### src/lkd_pkg.sv
// Constants, state encodings and timing counts of the LED display key scanner.
// Assumes a 40 MHz pclk; host serial pins are asynchronous to it.
//
// Summary of operation
// - With strobe low, data line shifts in on each rising serial clock edge.
// - During reads, output bits change on falling serial clock edges.
// - Eight received bits form a byte that is then decoded and executed.
// - Strobe falling starts a transaction and clears the bit counter.
// - Strobe rising mid-byte drops partial bits; configuration stays unchanged.
// - Shared data line is open drain; device only pulls low or releases.
// - Reset clears control state, blanks display, floats outputs, enters low power.
// - Low power keeps configured data; outputs resume when operation resumes.
// - Outputs not acting as digit or segment drivers stay high impedance.
// - Frame order: key scan, discrete LED slot, then digit slots three to eight.
// - Key scan: grids off, segments zero to seven enabled singly, 64 us each.
// - Key returns sampled 60 us after each segment turns on, latched.
// - Any key change against previous state drives the low interrupt level.
// - Each interrupt half clears only after the read byte holding its key bits completes.
// - Grid off in first and last steps; 32 us blanking around grid switching.
// - LED slot: LED grid only, each segment on for fourteen minus off steps.
// - Digit slots enable grids in turn, on time one to fourteen steps.
// - Digit slots stop at configured digit count, then frame restarts.
// - Display off skips digit slots and returns straight to key scan.
// - Key data is two bytes, one bit per scan line, sent LSB first.
// - Both key bytes reset to zero and follow the pressed key state.
// - First complete byte after strobe falls is a command; later bytes data.
// - Display on flag resets to zero, so the display starts off.
package lkd_pkg;

    // ************************************************************
    // Timing
    // ************************************************************
    localparam int unsigned CLK_MHZ    = 40;
    localparam int unsigned STEP_US    = 64;
    localparam int unsigned SAMPLE_US  = 60;
    localparam int unsigned BLANK_US   = 32;
    localparam int unsigned STEP_CYC   = STEP_US * CLK_MHZ;
    localparam int unsigned SAMPLE_CYC = SAMPLE_US * CLK_MHZ;
    localparam int unsigned BLANK_CYC  = BLANK_US * CLK_MHZ;
    localparam logic [3:0]  LAST_STEP  = 4'hF;
    localparam logic [3:0]  MAX_ON     = 4'hE;

    // ************************************************************
    // APB register map
    // ************************************************************
    localparam logic [11:0] REG_CTRL   = 12'h000;
    localparam logic [11:0] REG_STATUS = 12'h004;
    localparam int unsigned CTRL_LP    = 3;
    localparam logic [2:0]  DIGITS_RST = 3'h6;

    // ************************************************************
    // Serial command fields and memory map
    // ************************************************************
    localparam int unsigned CMD_READ   = 6;
    localparam int unsigned CMD_FIXED  = 5;
    localparam logic [4:0]  CMD_DISPON = 5'h0D;
    localparam logic [4:0]  CMD_DISPOF = 5'h0E;
    localparam logic [1:0]  BANK_FONT  = 2'h0;
    localparam logic [1:0]  BANK_LED   = 2'h1;
    localparam logic [1:0]  BANK_SBRI  = 2'h2;
    localparam logic [1:0]  BANK_LBRI  = 2'h3;
    localparam logic [2:0]  ADDR_LED   = 3'h0;
    localparam logic [2:0]  ADDR_KEY_RETURN_A  = 3'h1;
    localparam logic [2:0]  ADDR_KEY_RETURN_B  = 3'h2;
    localparam logic [7:0]  SBRI_RST   = 8'hFB;

    typedef enum logic [2:0] {
        LKD_SL_KEY = 3'b001,
        LKD_SL_LED = 3'b010,
        LKD_SL_DIG = 3'b100
    } lkd_slot_t;

endpackage

### src/lkd_scanner.sv
// Display timing, key matrix scanner and three-wire serial port.
// Assumes serial pins and key returns are asynchronous and sampled by pclk;
// data line needs an external pull-up.
module lkd_scanner #(
    parameter int unsigned NUM_DIGITS = 6
) (
    // Clock and reset
    input  wire logic        pclk,
    input  wire logic        presetn,
    // APB slave
    input  wire logic        psel,
    input  wire logic        penable,
    input  wire logic        pwrite,
    input  wire logic [11:0] paddr,
    input  wire logic [31:0] pwdata,
    output logic      [31:0] prdata,
    output logic             pready,
    output logic             pslverr,
    // Host serial link
    input  wire logic        frame_select_strobe,
    input  wire logic        serial_clk,
    input  wire logic        sdio_in,
    output logic             sdio_out,
    output logic             sdio_oe,
    output logic             key_irq_n,
    // Key matrix and LED drivers
    input  wire logic        key_return_a,
    input  wire logic        key_return_b,
    output logic      [7:0]  seg_out,
    output logic      [7:0]  seg_oe,
    output logic      [5:0]  grid_out,
    output logic      [5:0]  grid_oe,
    output logic             discrete_led_digit_output,
    output logic             discrete_led_digit_oe
);

    if (NUM_DIGITS < 1 || NUM_DIGITS > 6) begin : g_chk
        $error("NUM_DIGITS must be 1 to 6");
    end

    // ************************************************************
    // State
    // ************************************************************
    typedef struct packed {
        logic [4:0]        s1;
        logic [4:0]        s2;
        logic [1:0]        prev;
        logic [31:0][7:0]  mem;
        logic [7:0]        rx;
        logic [2:0]        bitcnt;
        logic              first;
        logic              rd;
        logic              fixed;
        logic [4:0]        ptr;
        logic [7:0]        tx;
        logic              dbit;
        logic              disp_on;
        logic              lp;
        logic              ctrl_lp;
        logic [2:0]        digits;
        logic [15:0]       keys;
        logic              chg0;
        logic              chg1;
        lkd_pkg::lkd_slot_t slot;
        logic [11:0]       sub;
        logic [3:0]        step;
        logic [2:0]        idx;
        logic [7:0]        seg_oe;
        logic [5:0]        grid_oe;
        logic              led_oe;
        logic              irq_n;
        logic [31:0]       prdata;
        logic              smp;
    } lkd_state_t;

    lkd_state_t q;
    lkd_state_t n;

    function automatic logic [7:0] rd_byte(input logic [4:0] p, input logic [15:0] k,
                                           input logic [7:0] m);
        if (p == {lkd_pkg::BANK_LED, lkd_pkg::ADDR_KEY_RETURN_A}) return k[7:0];
        if (p == {lkd_pkg::BANK_LED, lkd_pkg::ADDR_KEY_RETURN_B}) return k[15:8];
        return m;
    endfunction

    // Grid window: steps 1..on, turn-on delayed by the blanking interval
    function automatic logic gwin(input logic [3:0] st, input logic [11:0] sb,
                                  input logic [3:0] on);
        return st >= 4'h1 && st <= on && !(st == 4'h1 && sb < 12'(lkd_pkg::BLANK_CYC));
    endfunction

    // Segments also drop one blanking interval before the grid turns off
    function automatic logic swin(input logic [3:0] st, input logic [11:0] sb,
                                  input logic [3:0] on);
        return gwin(st, sb, on)
            && !(st == on && sb >= 12'(lkd_pkg::STEP_CYC - lkd_pkg::BLANK_CYC));
    endfunction

    logic       stb_hi;
    logic       stb_fall;
    logic       clk_rise;
    logic       clk_fall;
    logic       apb_acc;
    logic       mapped;
    assign stb_hi   = q.s2[0];
    assign stb_fall = q.prev[0] & ~q.s2[0];
    assign clk_rise = ~q.prev[1] & q.s2[1];
    assign clk_fall = q.prev[1] & ~q.s2[1];
    assign apb_acc  = psel & penable;
    assign mapped   = paddr == lkd_pkg::REG_CTRL || paddr == lkd_pkg::REG_STATUS;

    // ************************************************************
    // Next state
    // ************************************************************
    always_comb begin
        logic [7:0] byte_v;
        logic [4:0] p_inc;
        logic [3:0] on_s;
        logic [3:0] off_s;
        logic [7:0] ldat;
        logic       last_sub;
        byte_v   = {q.s2[2], q.rx[7:1]};
        p_inc    = q.fixed ? q.ptr : {q.ptr[4:3], q.ptr[2:0] + 3'h1};
        on_s     = 4'h0;
        off_s    = 4'h0;
        ldat     = q.mem[{lkd_pkg::BANK_LED, lkd_pkg::ADDR_LED}];
        last_sub = q.sub == 12'(lkd_pkg::STEP_CYC - 1);
        n        = q;
        // Two-flop synchronisers; edges are taken from the second stage
        n.s1     = {key_return_b, key_return_a, sdio_in, serial_clk, frame_select_strobe};
        n.s2     = q.s1;
        n.prev   = q.s2[1:0];
        n.smp    = 1'b0;

        // Serial port
        if (stb_hi) begin
            n.bitcnt = 3'h0;
            n.rd     = 1'b0;
            n.dbit   = 1'b1;
        end else if (stb_fall) begin
            n.bitcnt = 3'h0;
            n.first  = 1'b1;
            n.rd     = 1'b0;
        end else if (clk_rise) begin
            n.rx     = byte_v;
            n.bitcnt = q.bitcnt + 3'h1;
            if (q.bitcnt == 3'h7) begin
                if (q.first) begin
                    n.first = 1'b0;
                    if (!byte_v[lkd_pkg::CMD_READ] && byte_v[4:0] == lkd_pkg::CMD_DISPON) begin
                        n.disp_on = 1'b1;
                        n.lp      = 1'b0;
                    end else if (!byte_v[lkd_pkg::CMD_READ]
                                 && byte_v[4:0] == lkd_pkg::CMD_DISPOF) begin
                        n.disp_on = 1'b0;
                    end else begin
                        n.rd    = byte_v[lkd_pkg::CMD_READ];
                        n.fixed = byte_v[lkd_pkg::CMD_FIXED];
                        n.ptr   = byte_v[4:0];
                        n.tx    = rd_byte(byte_v[4:0], q.keys, q.mem[byte_v[4:0]]);
                    end
                end else if (q.rd) begin
                    // Interrupt half clears only when its key byte completes
                    if (q.ptr == {lkd_pkg::BANK_LED, lkd_pkg::ADDR_KEY_RETURN_A}) begin
                        n.chg0 = 1'b0;
                    end
                    if (q.ptr == {lkd_pkg::BANK_LED, lkd_pkg::ADDR_KEY_RETURN_B}) begin
                        n.chg1 = 1'b0;
                    end
                    n.ptr = p_inc;
                    n.tx  = rd_byte(p_inc, q.keys, q.mem[p_inc]);
                end else begin
                    n.mem[q.ptr] = byte_v;
                    n.lp         = 1'b0;
                    n.ptr        = p_inc;
                end
            end
        end else if (clk_fall && q.rd) begin
            n.dbit = q.tx[q.bitcnt];
        end

        // Timing generator; low power holds it at the start of key scan but keeps memory intact
        if (q.lp || q.ctrl_lp) begin
            n.sub  = 12'h000;
            n.step = 4'h0;
            n.idx  = 3'h0;
            n.slot = lkd_pkg::LKD_SL_KEY;
        end else begin
            n.sub = last_sub ? 12'h000 : q.sub + 12'h001;
            case (q.slot)
                lkd_pkg::LKD_SL_KEY: begin
                    if (q.sub == 12'(lkd_pkg::SAMPLE_CYC - 1)) begin
                        n.smp                 = 1'b1;
                        n.keys[{1'b0, q.idx}] = q.s2[3];
                        n.keys[{1'b1, q.idx}] = q.s2[4];
                        // Set placed after the clear so a coincident change wins
                        if (q.s2[3] != q.keys[{1'b0, q.idx}]) begin
                            n.chg0 = 1'b1;
                        end
                        if (q.s2[4] != q.keys[{1'b1, q.idx}]) begin
                            n.chg1 = 1'b1;
                        end
                    end
                    if (last_sub) begin
                        n.idx = q.idx + 3'h1;
                        if (q.idx == 3'h7) begin
                            n.slot = lkd_pkg::LKD_SL_LED;
                        end
                    end
                end
                lkd_pkg::LKD_SL_LED: begin
                    if (last_sub) begin
                        n.step = q.step + 4'h1;
                        if (q.step == lkd_pkg::LAST_STEP) begin
                            n.idx  = 3'h0;
                            n.slot = q.disp_on ? lkd_pkg::LKD_SL_DIG
                                               : lkd_pkg::LKD_SL_KEY;
                        end
                    end
                end
                lkd_pkg::LKD_SL_DIG: begin
                    if (last_sub) begin
                        n.step = q.step + 4'h1;
                        if (q.step == lkd_pkg::LAST_STEP) begin
                            n.idx = q.idx + 3'h1;
                            if (q.idx + 3'h1 >= q.digits || !q.disp_on) begin
                                n.idx  = 3'h0;
                                n.slot = lkd_pkg::LKD_SL_KEY;
                            end
                        end
                    end
                end
                default: n.slot = lkd_pkg::LKD_SL_KEY;
            endcase
        end
        n.irq_n = ~(n.chg0 | n.chg1);

        // Output enables; anything not driving stays floating
        n.seg_oe  = 8'h00;
        n.grid_oe = 6'h00;
        n.led_oe  = 1'b0;
        if (!q.lp && !q.ctrl_lp) begin
            case (q.slot)
                lkd_pkg::LKD_SL_KEY: n.seg_oe = 8'h01 << q.idx;
                lkd_pkg::LKD_SL_LED: begin
                    if (ldat != 8'h00) begin
                        n.led_oe = gwin(q.step, q.sub, lkd_pkg::MAX_ON);
                        for (int i = 0; i < 8; i++) begin
                            off_s = q.mem[{lkd_pkg::BANK_LBRI, 3'(i / 2)}][(i % 2) * 4 +: 4];
                            on_s  = off_s > lkd_pkg::MAX_ON ? 4'h0 : lkd_pkg::MAX_ON - off_s;
                            n.seg_oe[i] = ldat[i] & swin(q.step, q.sub, on_s);
                        end
                    end
                end
                lkd_pkg::LKD_SL_DIG: begin
                    on_s = q.mem[{lkd_pkg::BANK_SBRI, 3'h0}][3:0];
                    if (on_s == 4'h0) begin
                        on_s = 4'h1;
                    end else if (on_s > lkd_pkg::MAX_ON) begin
                        on_s = lkd_pkg::MAX_ON;
                    end
                    if (q.disp_on) begin
                        n.grid_oe[q.idx] = gwin(q.step, q.sub, on_s);
                        n.seg_oe = q.mem[{lkd_pkg::BANK_FONT, q.idx}]
                                 & {8{swin(q.step, q.sub, on_s)}};
                    end
                end
                default: n.seg_oe = 8'h00;
            endcase
        end

        // APB: read data is captured in the setup cycle
        if (psel && !penable) begin
            if (paddr == lkd_pkg::REG_CTRL) begin
                n.prdata = {28'h0, q.ctrl_lp, q.digits};
            end else if (paddr == lkd_pkg::REG_STATUS) begin
                n.prdata = {10'h0, q.slot, q.lp, q.disp_on, ~q.irq_n, q.keys};
            end else begin
                n.prdata = 32'h0;
            end
        end
        if (apb_acc && pwrite && paddr == lkd_pkg::REG_CTRL) begin
            n.ctrl_lp = pwdata[lkd_pkg::CTRL_LP];
            if (pwdata[2:0] != 3'h0 && 32'(pwdata[2:0]) <= NUM_DIGITS) begin
                n.digits = pwdata[2:0];
            end
        end
    end

    // ************************************************************
    // Registers
    // ************************************************************
    always_ff @(posedge pclk or negedge presetn) begin
        if (!presetn) begin
            q                                      <= '0;
            q.s1                                   <= 5'h1F;
            q.s2                                   <= 5'h1F;
            q.prev                                 <= 2'h3;
            q.dbit                                 <= 1'b1;
            q.irq_n                                <= 1'b1;
            q.lp                                   <= 1'b1;
            q.digits                               <= 3'(NUM_DIGITS);
            q.slot                                 <= lkd_pkg::LKD_SL_KEY;
            q.mem[{lkd_pkg::BANK_SBRI, 3'h0}]      <= lkd_pkg::SBRI_RST;
        end else begin
            q <= n;
        end
    end

    // ************************************************************
    // Outputs
    // ************************************************************
    assign prdata   = q.prdata;
    assign pready   = 1'b1;
    assign pslverr  = apb_acc & ~mapped;
    assign sdio_out = 1'b0;
    assign sdio_oe  = q.rd & ~stb_hi & ~q.dbit;
    assign key_irq_n                 = q.irq_n;
    assign seg_out                   = 8'h00;
    assign seg_oe                    = q.seg_oe;
    assign grid_out                  = 6'h3F;
    assign grid_oe                   = q.grid_oe;
    assign discrete_led_digit_output = 1'b1;
    assign discrete_led_digit_oe     = q.led_oe;

    // ************************************************************
    // Assertions
    // ************************************************************
    a_stb_clears_count: assert property (@(posedge pclk) disable iff (!presetn)
        stb_fall |=> q.bitcnt == 3'h0 && q.first)
        else $error("strobe fall did not restart the byte");
    a_partial_dropped: assert property (@(posedge pclk) disable iff (!presetn)
        stb_hi |=> q.mem == $past(q.mem) && q.bitcnt == 3'h0)
        else $error("partial byte changed state");
    a_drive_only_read: assert property (@(posedge pclk) disable iff (!presetn)
        sdio_oe |-> q.rd && !stb_hi && !q.first)
        else $error("data line driven outside a read");
    a_lp_floats: assert property (@(posedge pclk) disable iff (!presetn)
        (q.lp || q.ctrl_lp) ##1 (q.lp || q.ctrl_lp)
        |-> seg_oe == 8'h00 && grid_oe == 6'h00 && !discrete_led_digit_oe)
        else $error("output enabled in low power");
    a_key_grid_off: assert property (@(posedge pclk) disable iff (!presetn)
        q.slot == lkd_pkg::LKD_SL_KEY |=> grid_oe == 6'h00 && !discrete_led_digit_oe
        && $countones(seg_oe) <= 1)
        else $error("grid on during key scan");
    a_sample_point: assert property (@(posedge pclk) disable iff (!presetn)
        q.smp |-> $past(q.sub) == 12'(lkd_pkg::SAMPLE_CYC - 1)
        && $past(q.slot) == lkd_pkg::LKD_SL_KEY)
        else $error("key sample off its 60 us point");
    a_irq_on_change: assert property (@(posedge pclk) disable iff (!presetn)
        q.smp && q.keys != $past(q.keys) |-> !key_irq_n)
        else $error("key change without interrupt");
    a_off_skips: assert property (@(posedge pclk) disable iff (!presetn)
        q.slot == lkd_pkg::LKD_SL_LED && !q.disp_on && !q.lp && !q.ctrl_lp
        ##1 q.slot != lkd_pkg::LKD_SL_LED |-> q.slot == lkd_pkg::LKD_SL_KEY)
        else $error("digit slots entered with display off");
    a_edge_steps_dark: assert property (@(posedge pclk) disable iff (!presetn)
        (q.step == 4'h0 || q.step == lkd_pkg::LAST_STEP) && q.slot != lkd_pkg::LKD_SL_KEY
        |=> grid_oe == 6'h00 && !discrete_led_digit_oe)
        else $error("grid on in a blanking step");

endmodule

### config.mk
export PLATFORM = sky130hd
export DESIGN_NAME = lkd_scanner
export DESIGN_NICKNAME = d
export VERILOG_FILES = /design/src/lkd_pkg.sv /design/src/lkd_scanner.sv
export SDC_FILE = /design/constraint.sdc
export NUM_CORES = 1
export LEC_CHECK = 0
export BUFFER_PORTS_ARGS = -buffer_cell sky130_fd_sc_hd__buf_4
export CORE_ASPECT_RATIO = 1.1
export CORE_MARGIN = 10
export CORE_UTILIZATION = 45
export DETAILED_ROUTE_END_ITERATION = 12
export HOLD_SLACK_MARGIN = 0.12
export SETUP_SLACK_MARGIN = 0.1
export SLEW_MARGIN = 20
export SYNTH_ARGS = -nofsm -noshare
export SYNTH_HDL_FRONTEND = slang
export SYNTH_SLANG_ARGS = --single-unit
### constraint.sdc
create_clock -name pclk -period 5.5 [get_ports pclk]
set_clock_uncertainty 0.15 [all_clocks]
set_input_delay 0 -clock pclk [delete_from_list [all_inputs] [get_ports pclk]]
set_output_delay 0 -clock pclk [all_outputs]
set_load 0.005 [all_outputs]
After elaboration in Yosys (flattened, before gate mapping)
Index checks and enable logic that the tools add are counted.
{ "word_totals": {"ff_bits": 390, "latchBits": 0, "ram_bits": 0, "rom_bits": 0, "in_bits": 54, "output_inout_bits": 67, "mem_count": 0} }
{ "classes": {"addsub": 13, "mul": 0, "div": 0, "magnitude_cmp": 36, "n_eq_ne": 44, "shift": 1, "muxes": 143, "n_bitwise": 31, "n_reduce_logical": 98} }
{ "ops": {"columns": ["operator", "n"], "rows": [
  ["bitwise mux 256 bit", 1],
  ["2-to-1 mux 8 bit", 18],
  ["binary-select mux 8 bit (select 5 bit)", 2],
  ["2-to-1 mux 22 bit", 3],
  ["2-to-1 mux 1 bit", 54],
  ["logical AND 1 bit", 51],
  ["2-to-1 mux 4 bit", 12],
  ["2-to-1 mux 15 bit", 3],
  ["2-to-1 mux 3 bit", 15],
  ["demux 8 bit (select 5 bit)", 1],
  ["equality test 5 x 4 -> 1 bit, second input constant", 8],
  ["equality test 4 bit", 9],
  ["greater-than comparator 4 bit, second input constant", 9],
  ["<= comparator 4 bit", 9],
  ["bitwise mux 16 bit", 2],
  ["subtractor 4 bit, first input constant", 8],
  ["AND reduction 6 bit", 5],
  ["!= test 3 bit, second input constant", 9],
  ["binary-select mux 8 bit (select 3 bit)", 1],
  ["equality test 12 bit, second input constant", 2],
  ["2-to-1 mux 2 bit", 12],
  ["case mux 8 bit (3 select lines)", 1],
  ["AND reduction 7 bit", 3],
  ["2-to-1 mux 19 bit", 1],
  ["other kinds (53)", 127]
]} }

Logic depth before layout (Yosys ltp)
Gate-level depths: netlist (run 1).
{ "logic_depth": {"word_depth": 26, "mapped_depth": 14, "mapped_depth_nobuf": 11} }

Worst setup path after synthesis (run 1)
No wires, ideal clock.
{ "synth_path": {"path_type": "reg-to-reg", "start": "register q[104] in the netlist's numbering", "end": "register q[103] in the netlist's numbering", "setup_time_ns": 0.129, "arrival_time_ns": 2.588, "required_ns": 5.221, "path_slack_ns": 2.633, "stages_incl_launch_ff": 14, "path_buffers": 5, "path_cell_list": "dfrtp_1 buf_4 inv_1 ha_1 buf_2 mux2_4 buf_6 buf_6 buf_6 mux4_2 a22oi_1 nand2_1 a211oi_1 a21oi_1"} }
{ "synth_via": {"elab_chain_len": 15, "word_cells_on_any_way": 26, "classes_between": "add/sub: 1; eq/ne: 2; mux: 23"} }
{ "synth_rtl": {"columns": ["element", "line_no", "text"], "rows": [
  ["start, declared", "lkd_scanner.sv:76", "lkd_state_t q;"],
  ["start signal, assigned", "lkd_scanner.sv:306", "q <= n;"],
  ["adder 3 x 1 -> 3 bit", "lkd_scanner.sv:123", "p_inc = q.fixed ? q.ptr : {q.ptr[4:3], q.ptr[2:0] + 3'h1};"],
  ["2-to-1 mux 3 bit (*)", "lkd_scanner.sv:123", null],
  ["equality test 5 x 4 -> 1 bit", "lkd_scanner.sv:82", "if (p == {lkd_pkg::BANK_LED, lkd_pkg::ADDR_KEY_RETURN_B}) return k[15:8];"],
  ["2-to-1 mux 1 bit (2 in series)", "lkd_scanner.sv:82", null],
  ["2-to-1 mux 1 bit", "lkd_scanner.sv:162", "end else if (q.rd) begin"],
  ["2-to-1 mux 1 bit", "lkd_scanner.sv:148", "if (q.first) begin"],
  ["2-to-1 mux 1 bit", "lkd_scanner.sv:147", "if (q.bitcnt == 3'h7) begin"],
  ["2-to-1 mux 1 bit", "lkd_scanner.sv:144", "end else if (clk_rise) begin"],
  ["2-to-1 mux 1 bit", "lkd_scanner.sv:140", "end else if (stb_fall) begin"],
  ["2-to-1 mux 1 bit", "lkd_scanner.sv:136", "if (stb_hi) begin"],
  ["2-to-1 mux 8 bit", "lkd_scanner.sv:83", "return m;"],
  ["2-to-1 mux 8 bit (*)", "lkd_scanner.sv:82", null],
  ["2-to-1 mux 8 bit (*)", "lkd_scanner.sv:162", null],
  ["2-to-1 mux 13 bit (*)", "lkd_scanner.sv:148", null]
]} }
Every way passes the cells marked *; elsewhere a longest branch is shown, timed or not. The select of a mux whose other input is x is not followed.
A chain may end at the register's enable or synchronous reset.

Final worst setup path (run 1)
Same ends and word-level chain as after synthesis.

==> reports/metrics.yaml, run 1 <==
drc: 0
cpPeakStageDelay_ps: 580
yosysSeqAreaShare_pct: 42.3
setup-violations-final: 0
synthFlopType: "dfrtp_1"
cts.clk_slew.worst_paths_ps: 60
crit_path_end_kind: "flop"
start_kind: "flop"
vias_per_cell: 6.35
postSynthAreaPerCell_sq_um: 11.4
rsz0062_at_grt: "no"
ys_types: 83
synth_edf_count: 0
crit_required_ps: 5790
hold_class: "input port to flop"
cp.arrival_ps: 4240
nNetsFinal: 2092
crit_family: "compound AO/OA/AOI/OAI gates"
track_usage_pct: 24.8
die_w_microns: 233
cts_max_path_buffers: 3
worstSetupPathType: "flop to flop"
slowest_stage: "ha_1"
clock-sinks: 378
grt_pass1_wl_mm: 110
drive_gt1_share_pct: 27.6
ys_ff_latch: 378
cp_common_cell: "buf_4"
clockPowerShare_pct: 45.2
ctsRootBufferMaster: "clkbuf_16"
portBuffers: 65
core_area_sq_um: 49100
max_freq_ghz: 0.253
gr-total-overflow: 0
finalNonFillerCells: 2661
comb_power_share_pct: 9.7
seqPwrFrac_pct: 45.1
drt-initial-drc-count: 1584
start_util_pct: 45.6
die_y_microns: 254
antenna_found_initial: 0
areaGrowthSynthToFinish_pct: 10.5
rows: 85
switching_power_uw: 1700
fin_crit_ps: 3960
p_leak_uw: 0.0108
switching_share_pct: 26.4
maxSlewViolCount: 0
yosys.area.top_type_share_pct: 39.4
place_hpwl_mm: 51.1
internal_power_uw: 4730
grt_pass1_vias: 16600
htree_levels: 2
wire_per_inst_microns: 27.7
ant_nets: 0
synthTopCellsByArea: "dfrtp_1 39%, mux2_2 11%, mux4_2 11%, ha_1 3.6%, nand2_1 3.4%"
synthArstFlopShare_pct: 100
ctsResizeCount: 0
syn_area_sq_um: 22400
crit_fanout: 26
routed_wl_mm: 73.6
fillCellCount: 4344
synthCells: 1969
tritoncts: "yes"
layout_commonest_cell: "dfrtp_1"
p_per_area_nw_per_um2: 260
worstMarginPinSlew_ps: 1080
vias: 16900
cts_buffers: 42
min_period_over_period_pct: 71.9
setup_tns_ps: 0
grt_max_degree: 137
final_cell_mix: "350 x dfrtp_1, 222 x mux2_2, 204 x nand2_1"
peakVddDrop_v: 0.000233
first_pass_iters: 7
gp_congestion: 0.984
relSlewSlack_pct: 27.7
dp_cells: 2549
clock_latency_ps: 590
path_cells: "buf_4 > inv_1 > ha_1 > mux2_4 > buf_4 > nor2_1 > and3_1 > a221oi_1 > o21ai_0 > a211oi_1 > a21oi_1"
path_buf_inv: 3
die-area_sq_um: 59100
maxCapViolCount: 0
hold_viol: 0
synth.largest_area_cell: "dfrtp_1"
yosysWarnings: 0
status: "complete, no violations"
io_pins: 121
## power by group through the flow
stage / registers [uW] / logic [uW] / clock network, uW
after detailed placement: 2950 / 598 / 0
after CTS: 2900 / 618 / 2960
final: 2900 / 621 / 2910
after floorplan: 2900 / 396 / 0
after global placement: 2950 / 590 / 0
after global routing: 2910 / 663 / 3070
## logic make-up (layout without fill, tap and decap cells)
group / after synthesis / after routing / share of synthesized area, %
buffers and inverters: 230 / 243 / 5.77
adder cells (fa/ha/maj): 65 / 65 / 3.63
flip-flops: 378 / 378 / 42.3
AO/OA/AOI/OAI: 354 / 354 / 10.6
AND/OR/NAND/NOR: 535 / 535 / 11.3
other: 2 / 29 / 0.0335
multiplexers: 382 / 382 / 25.3
XOR/XNOR: 23 / 23 / 1.02
## cells in the mapped netlist (6+ instances only)
cell and n:
xnor2_1 13, nor2_2 7, nor4_1 7, o31ai_1 8, a32oi_1 7, a22o_1 19
ha_1 65, mux4_2 108, a22oi_1 12, nor2b_1 20, a21oi_1 56, o21ai_0 106
buf_2 29, nand4_1 18, nand3_1 58, mux2_2 222, mux4_1 13, nor3_1 23
mux2i_1 38, a211oi_1 8, dfrtp_1 353, and3_1 17, buf_6 9, clkbuf_1 72
a31oi_1 18, a21o_1 12, and2_1 17, inv_1 33, dfstp_2 25, nor2_1 103
xor2_1 8, buf_4 74, o211ai_1 8, o22ai_1 24, nand2_1 204, nand2b_1 28
a221oi_1 6, o221ai_1 23
## stage by stage
| stage | utilization (%) | hold WS [ps] | power [uW] | instance area, sq um | setup WS (ps) |
|---|---|---|---|---|---|
| 2_1_floorplan | - | -446 | 3300 | 22500 | 2630 |
| 3_3_place_gp | 46.8 | -40.9 | 3540 | 23000 | 1640 |
| 3_5_place_dp | 46.8 | -40.4 | 3550 | 23000 | 1640 |
| 4_1_cts | 50.4 | 174 | 6480 | 24800 | 1620 |
| 5_1_grt | 50.4 | 206 | 6640 | 24800 | 1380 |
| 6_report | 50.4 | 184 | 6430 | 24800 | 1540 |
## layer usage
layer  vias up  share of wire, %  GRT usage [%]
met5         -                 0              0
met4         0               5.2           12.3
met3       180               8.0           5.00
met2       732                46           38.7
met1      8732                41           32.5
li1       7266                 -              -
## worst reg2reg max path, delay by kind of cell (launching register included)
kind            cells  cell delay, ps
simple gates        2             380
buf+inv             3             880
compound gates      4             980
mux                 1             530
flops               1             330
fa+ha+maj           1             580
## sequential cells by signal (all words and copies together), names as in the netlist
signal and flops:
discrete_led_digit_oe 1, key_irq_n 1, q 333, prdata 22, grid_oe 6, seg_oe 8, n 7
## final cells by class
| type | instances | area (sq um) | area share, % |
|---|---|---|---|
| tap | 652 | 816 | 3.29 |
| clock buffer | 63 | 1250 | 5.05 |
| sequential | 378 | 9500 | 38.4 |
| timing repair buffer | 128 | 1130 | 4.56 |
| clock inverter | 15 | 173 | 0.697 |
| antenna | 2 | 5.00 | 0.0202 |
| inverter | 37 | 139 | 0.561 |
| multi-input combinational | 1386 | 11700 | 47.5 |
## repair_timing
action | 4_1_cts | 5_1_grt
hold buffers | 32 | 0
hold endpoints to repair | 138 | 0
endpoints found under the setup margin | 0 | 0
setup buffers | 0 | 0
## worst paths after layout
check / from / to / slack (ps) / depth (start not counted)
max: q[104] / q[103] / 1540 / 11
min: psel / prdata[21] / 180 / 4
max reg2reg: q[104] / q[103] / 1540 / 11
min reg2reg: n[383] / q[383] / 200 / 0
max in group asynchronous: presetn / q[215] / 3740 / 4
min in group asynchronous: presetn / q[252] / 460 / 3
Power figures use the tool's default switching activity.
==> inputs of run 2 (changes only) <==
clock period = 3.9 ns   (was 5.5 ns; I/O delays follow)
==> reports/metrics.yaml, run 2 (same netlist as run 1, synthesis figures left out) <==
grt_max_degree: 114
fillCellCount: 4379
start_util_pct: 45.6
crit_required_ps: 4190
fin_crit_ps: 3340
hp-start: "psel"
grt_pass1_vias: 16800
track_usage_pct: 24.8
first_pass_iters: 5
worstSetupPathType: "flop to flop"
grt_pass1_wl_mm: 111
tritoncts: "yes"
antenna_found_initial: 1
setup_tns_ps: 0
status: "complete, no violations"
vias: 16800
path_cells: "xor2_4 > buf_12 > mux4_2 > nand2_1 > o31ai_1 > o221ai_1 > o311ai_1"
worstMarginPinSlew_ps: 1040
cts_max_path_buffers: 3
maxSlewViolCount: 0
areaGrowthSynthToFinish_pct: 12.0
regToRegStartpoint: "q[109]"
place_hpwl_mm: 52.7
vias_per_cell: 6.22
finalNonFillerCells: 2706
die_w_microns: 233
crit_family: "flip-flops"
gp_congestion: 0.997
drive_gt1_share_pct: 28.9
total_power_uw: 8980
die_y_microns: 254
wire_per_inst_microns: 27.0
ant_nets: 0
largest_reg_flops: 333
htree_levels: 2
hold_depth: 4
cts.clk_slew.worst_paths_ps: 60
relSlewSlack_pct: 30.7
dp_cells: 2595
p_leak_uw: 0.0110
reg2reg_slack_ps: 560
layout_commonest_cell: "dfrtp_1"
maxCapViolCount: 0
hold_class: "input port to flop"
regMostFlops: "q"
rsz0062_at_grt: "no"
core_area_sq_um: 49100
clock-sinks: 378
gr-total-overflow: 0
crit_fanout: 16
slowest_stage: "dfrtp_1"
drt-initial-drc-count: 1745
cts_buffers: 43
routed_wl_mm: 73.1
cp.arrival_ps: 3630
drc: 0
ctsRootBufferMaster: "clkbuf_16"
min_delay_worst_endpoint: "prdata[3]"
crit_path_end_kind: "flop"
r2r_end: "q[98]"
portBuffers: 65
setup-violations-final: 0
io_pins: 121
min_period_over_period_pct: 85.5
peakVddDrop_v: 0.000280
max_freq_ghz: 0.300
p_per_area_nw_per_um2: 358
postCtsSetupBuffers: 0
rows: 85
clock_latency_ps: 590
die-area_sq_um: 59100
rr_worst_depth: 7
hold_viol: 0
path_buf_inv: 1
nNetsFinal: 2139
final_cell_mix: "350 x dfrtp_1, 222 x mux2_2, 204 x nand2_1"
antenna_cells: 0
start_kind: "flop"
cpPeakStageDelay_ps: 810
-- run 2: how the worst max path moves through the flow --
stage | from | end | depth (start not counted)
floorplan | q[104] | q[103] | 13
finish | q[109] | q[98] | 7
global route | paddr[4] | q[90] | 10
global placement | q[109] | q[103] | 7
detailed placement | q[109] | q[103] | 7
CTS | q[109] | q[103] | 7
-- run 2: what timing repair did --
action | in CTS | in global routing
hold endpoints to repair | 409 | 0
hold buffers | 32 | 0
resized for setup | 0 | 0
-- run 2: per-layer routing --
layer | track usage, % | wire [microns]
met1 | 32.6 | 30400
met2 | 39.0 | 33600
met3 | 4.93 | 5660
met4 | 11.2 | 3420
met5 | 0 | 0
-- run 2: layout make-up --
class                      instances  area, sq um  share of cell area (%)
inverter                          37          139                   0.553
timing repair buffer             174         1520                    6.04
tap                              652          816                    3.25
sequential                       378         9500                    37.9
clock inverter                    11          103                   0.409
multi-input combinational       1386        11700                    46.8
clock buffer                      68         1280                    5.11
-- run 2: metrics by stage --
stage / instance area (sq um) / hold WS, ps / utilization (%) / setup WS (ps)
finish: 25100 / 174 / 51.1 / 565
global route: 25100 / 199 / 51.1 / 327
CTS: 25100 / 165 / 51.1 / 652
detailed placement: 23400 / -299 / 47.6 / 661
global placement: 23400 / -297 / 47.6 / 645
floorplan: 22500 / -446 / - / 1030
-- run 2: report_power, final --
part / total (uW) / switching [uW] / internal (uW)
logic: 854 / 567 / 286
clock network: 4000 / 1670 / 2330
registers: 4120 / 137 / 3980
total: 8980 / 2380 / 6600
-- run 2: worst reg2reg max path, stage by stage (launching register included) --
cell and delay [ps]:
dfrtp_1 810, xor2_4 590, buf_12 270, mux4_2 580, nand2_1 150, o31ai_1 80
o221ai_1 390, o311ai_1 190
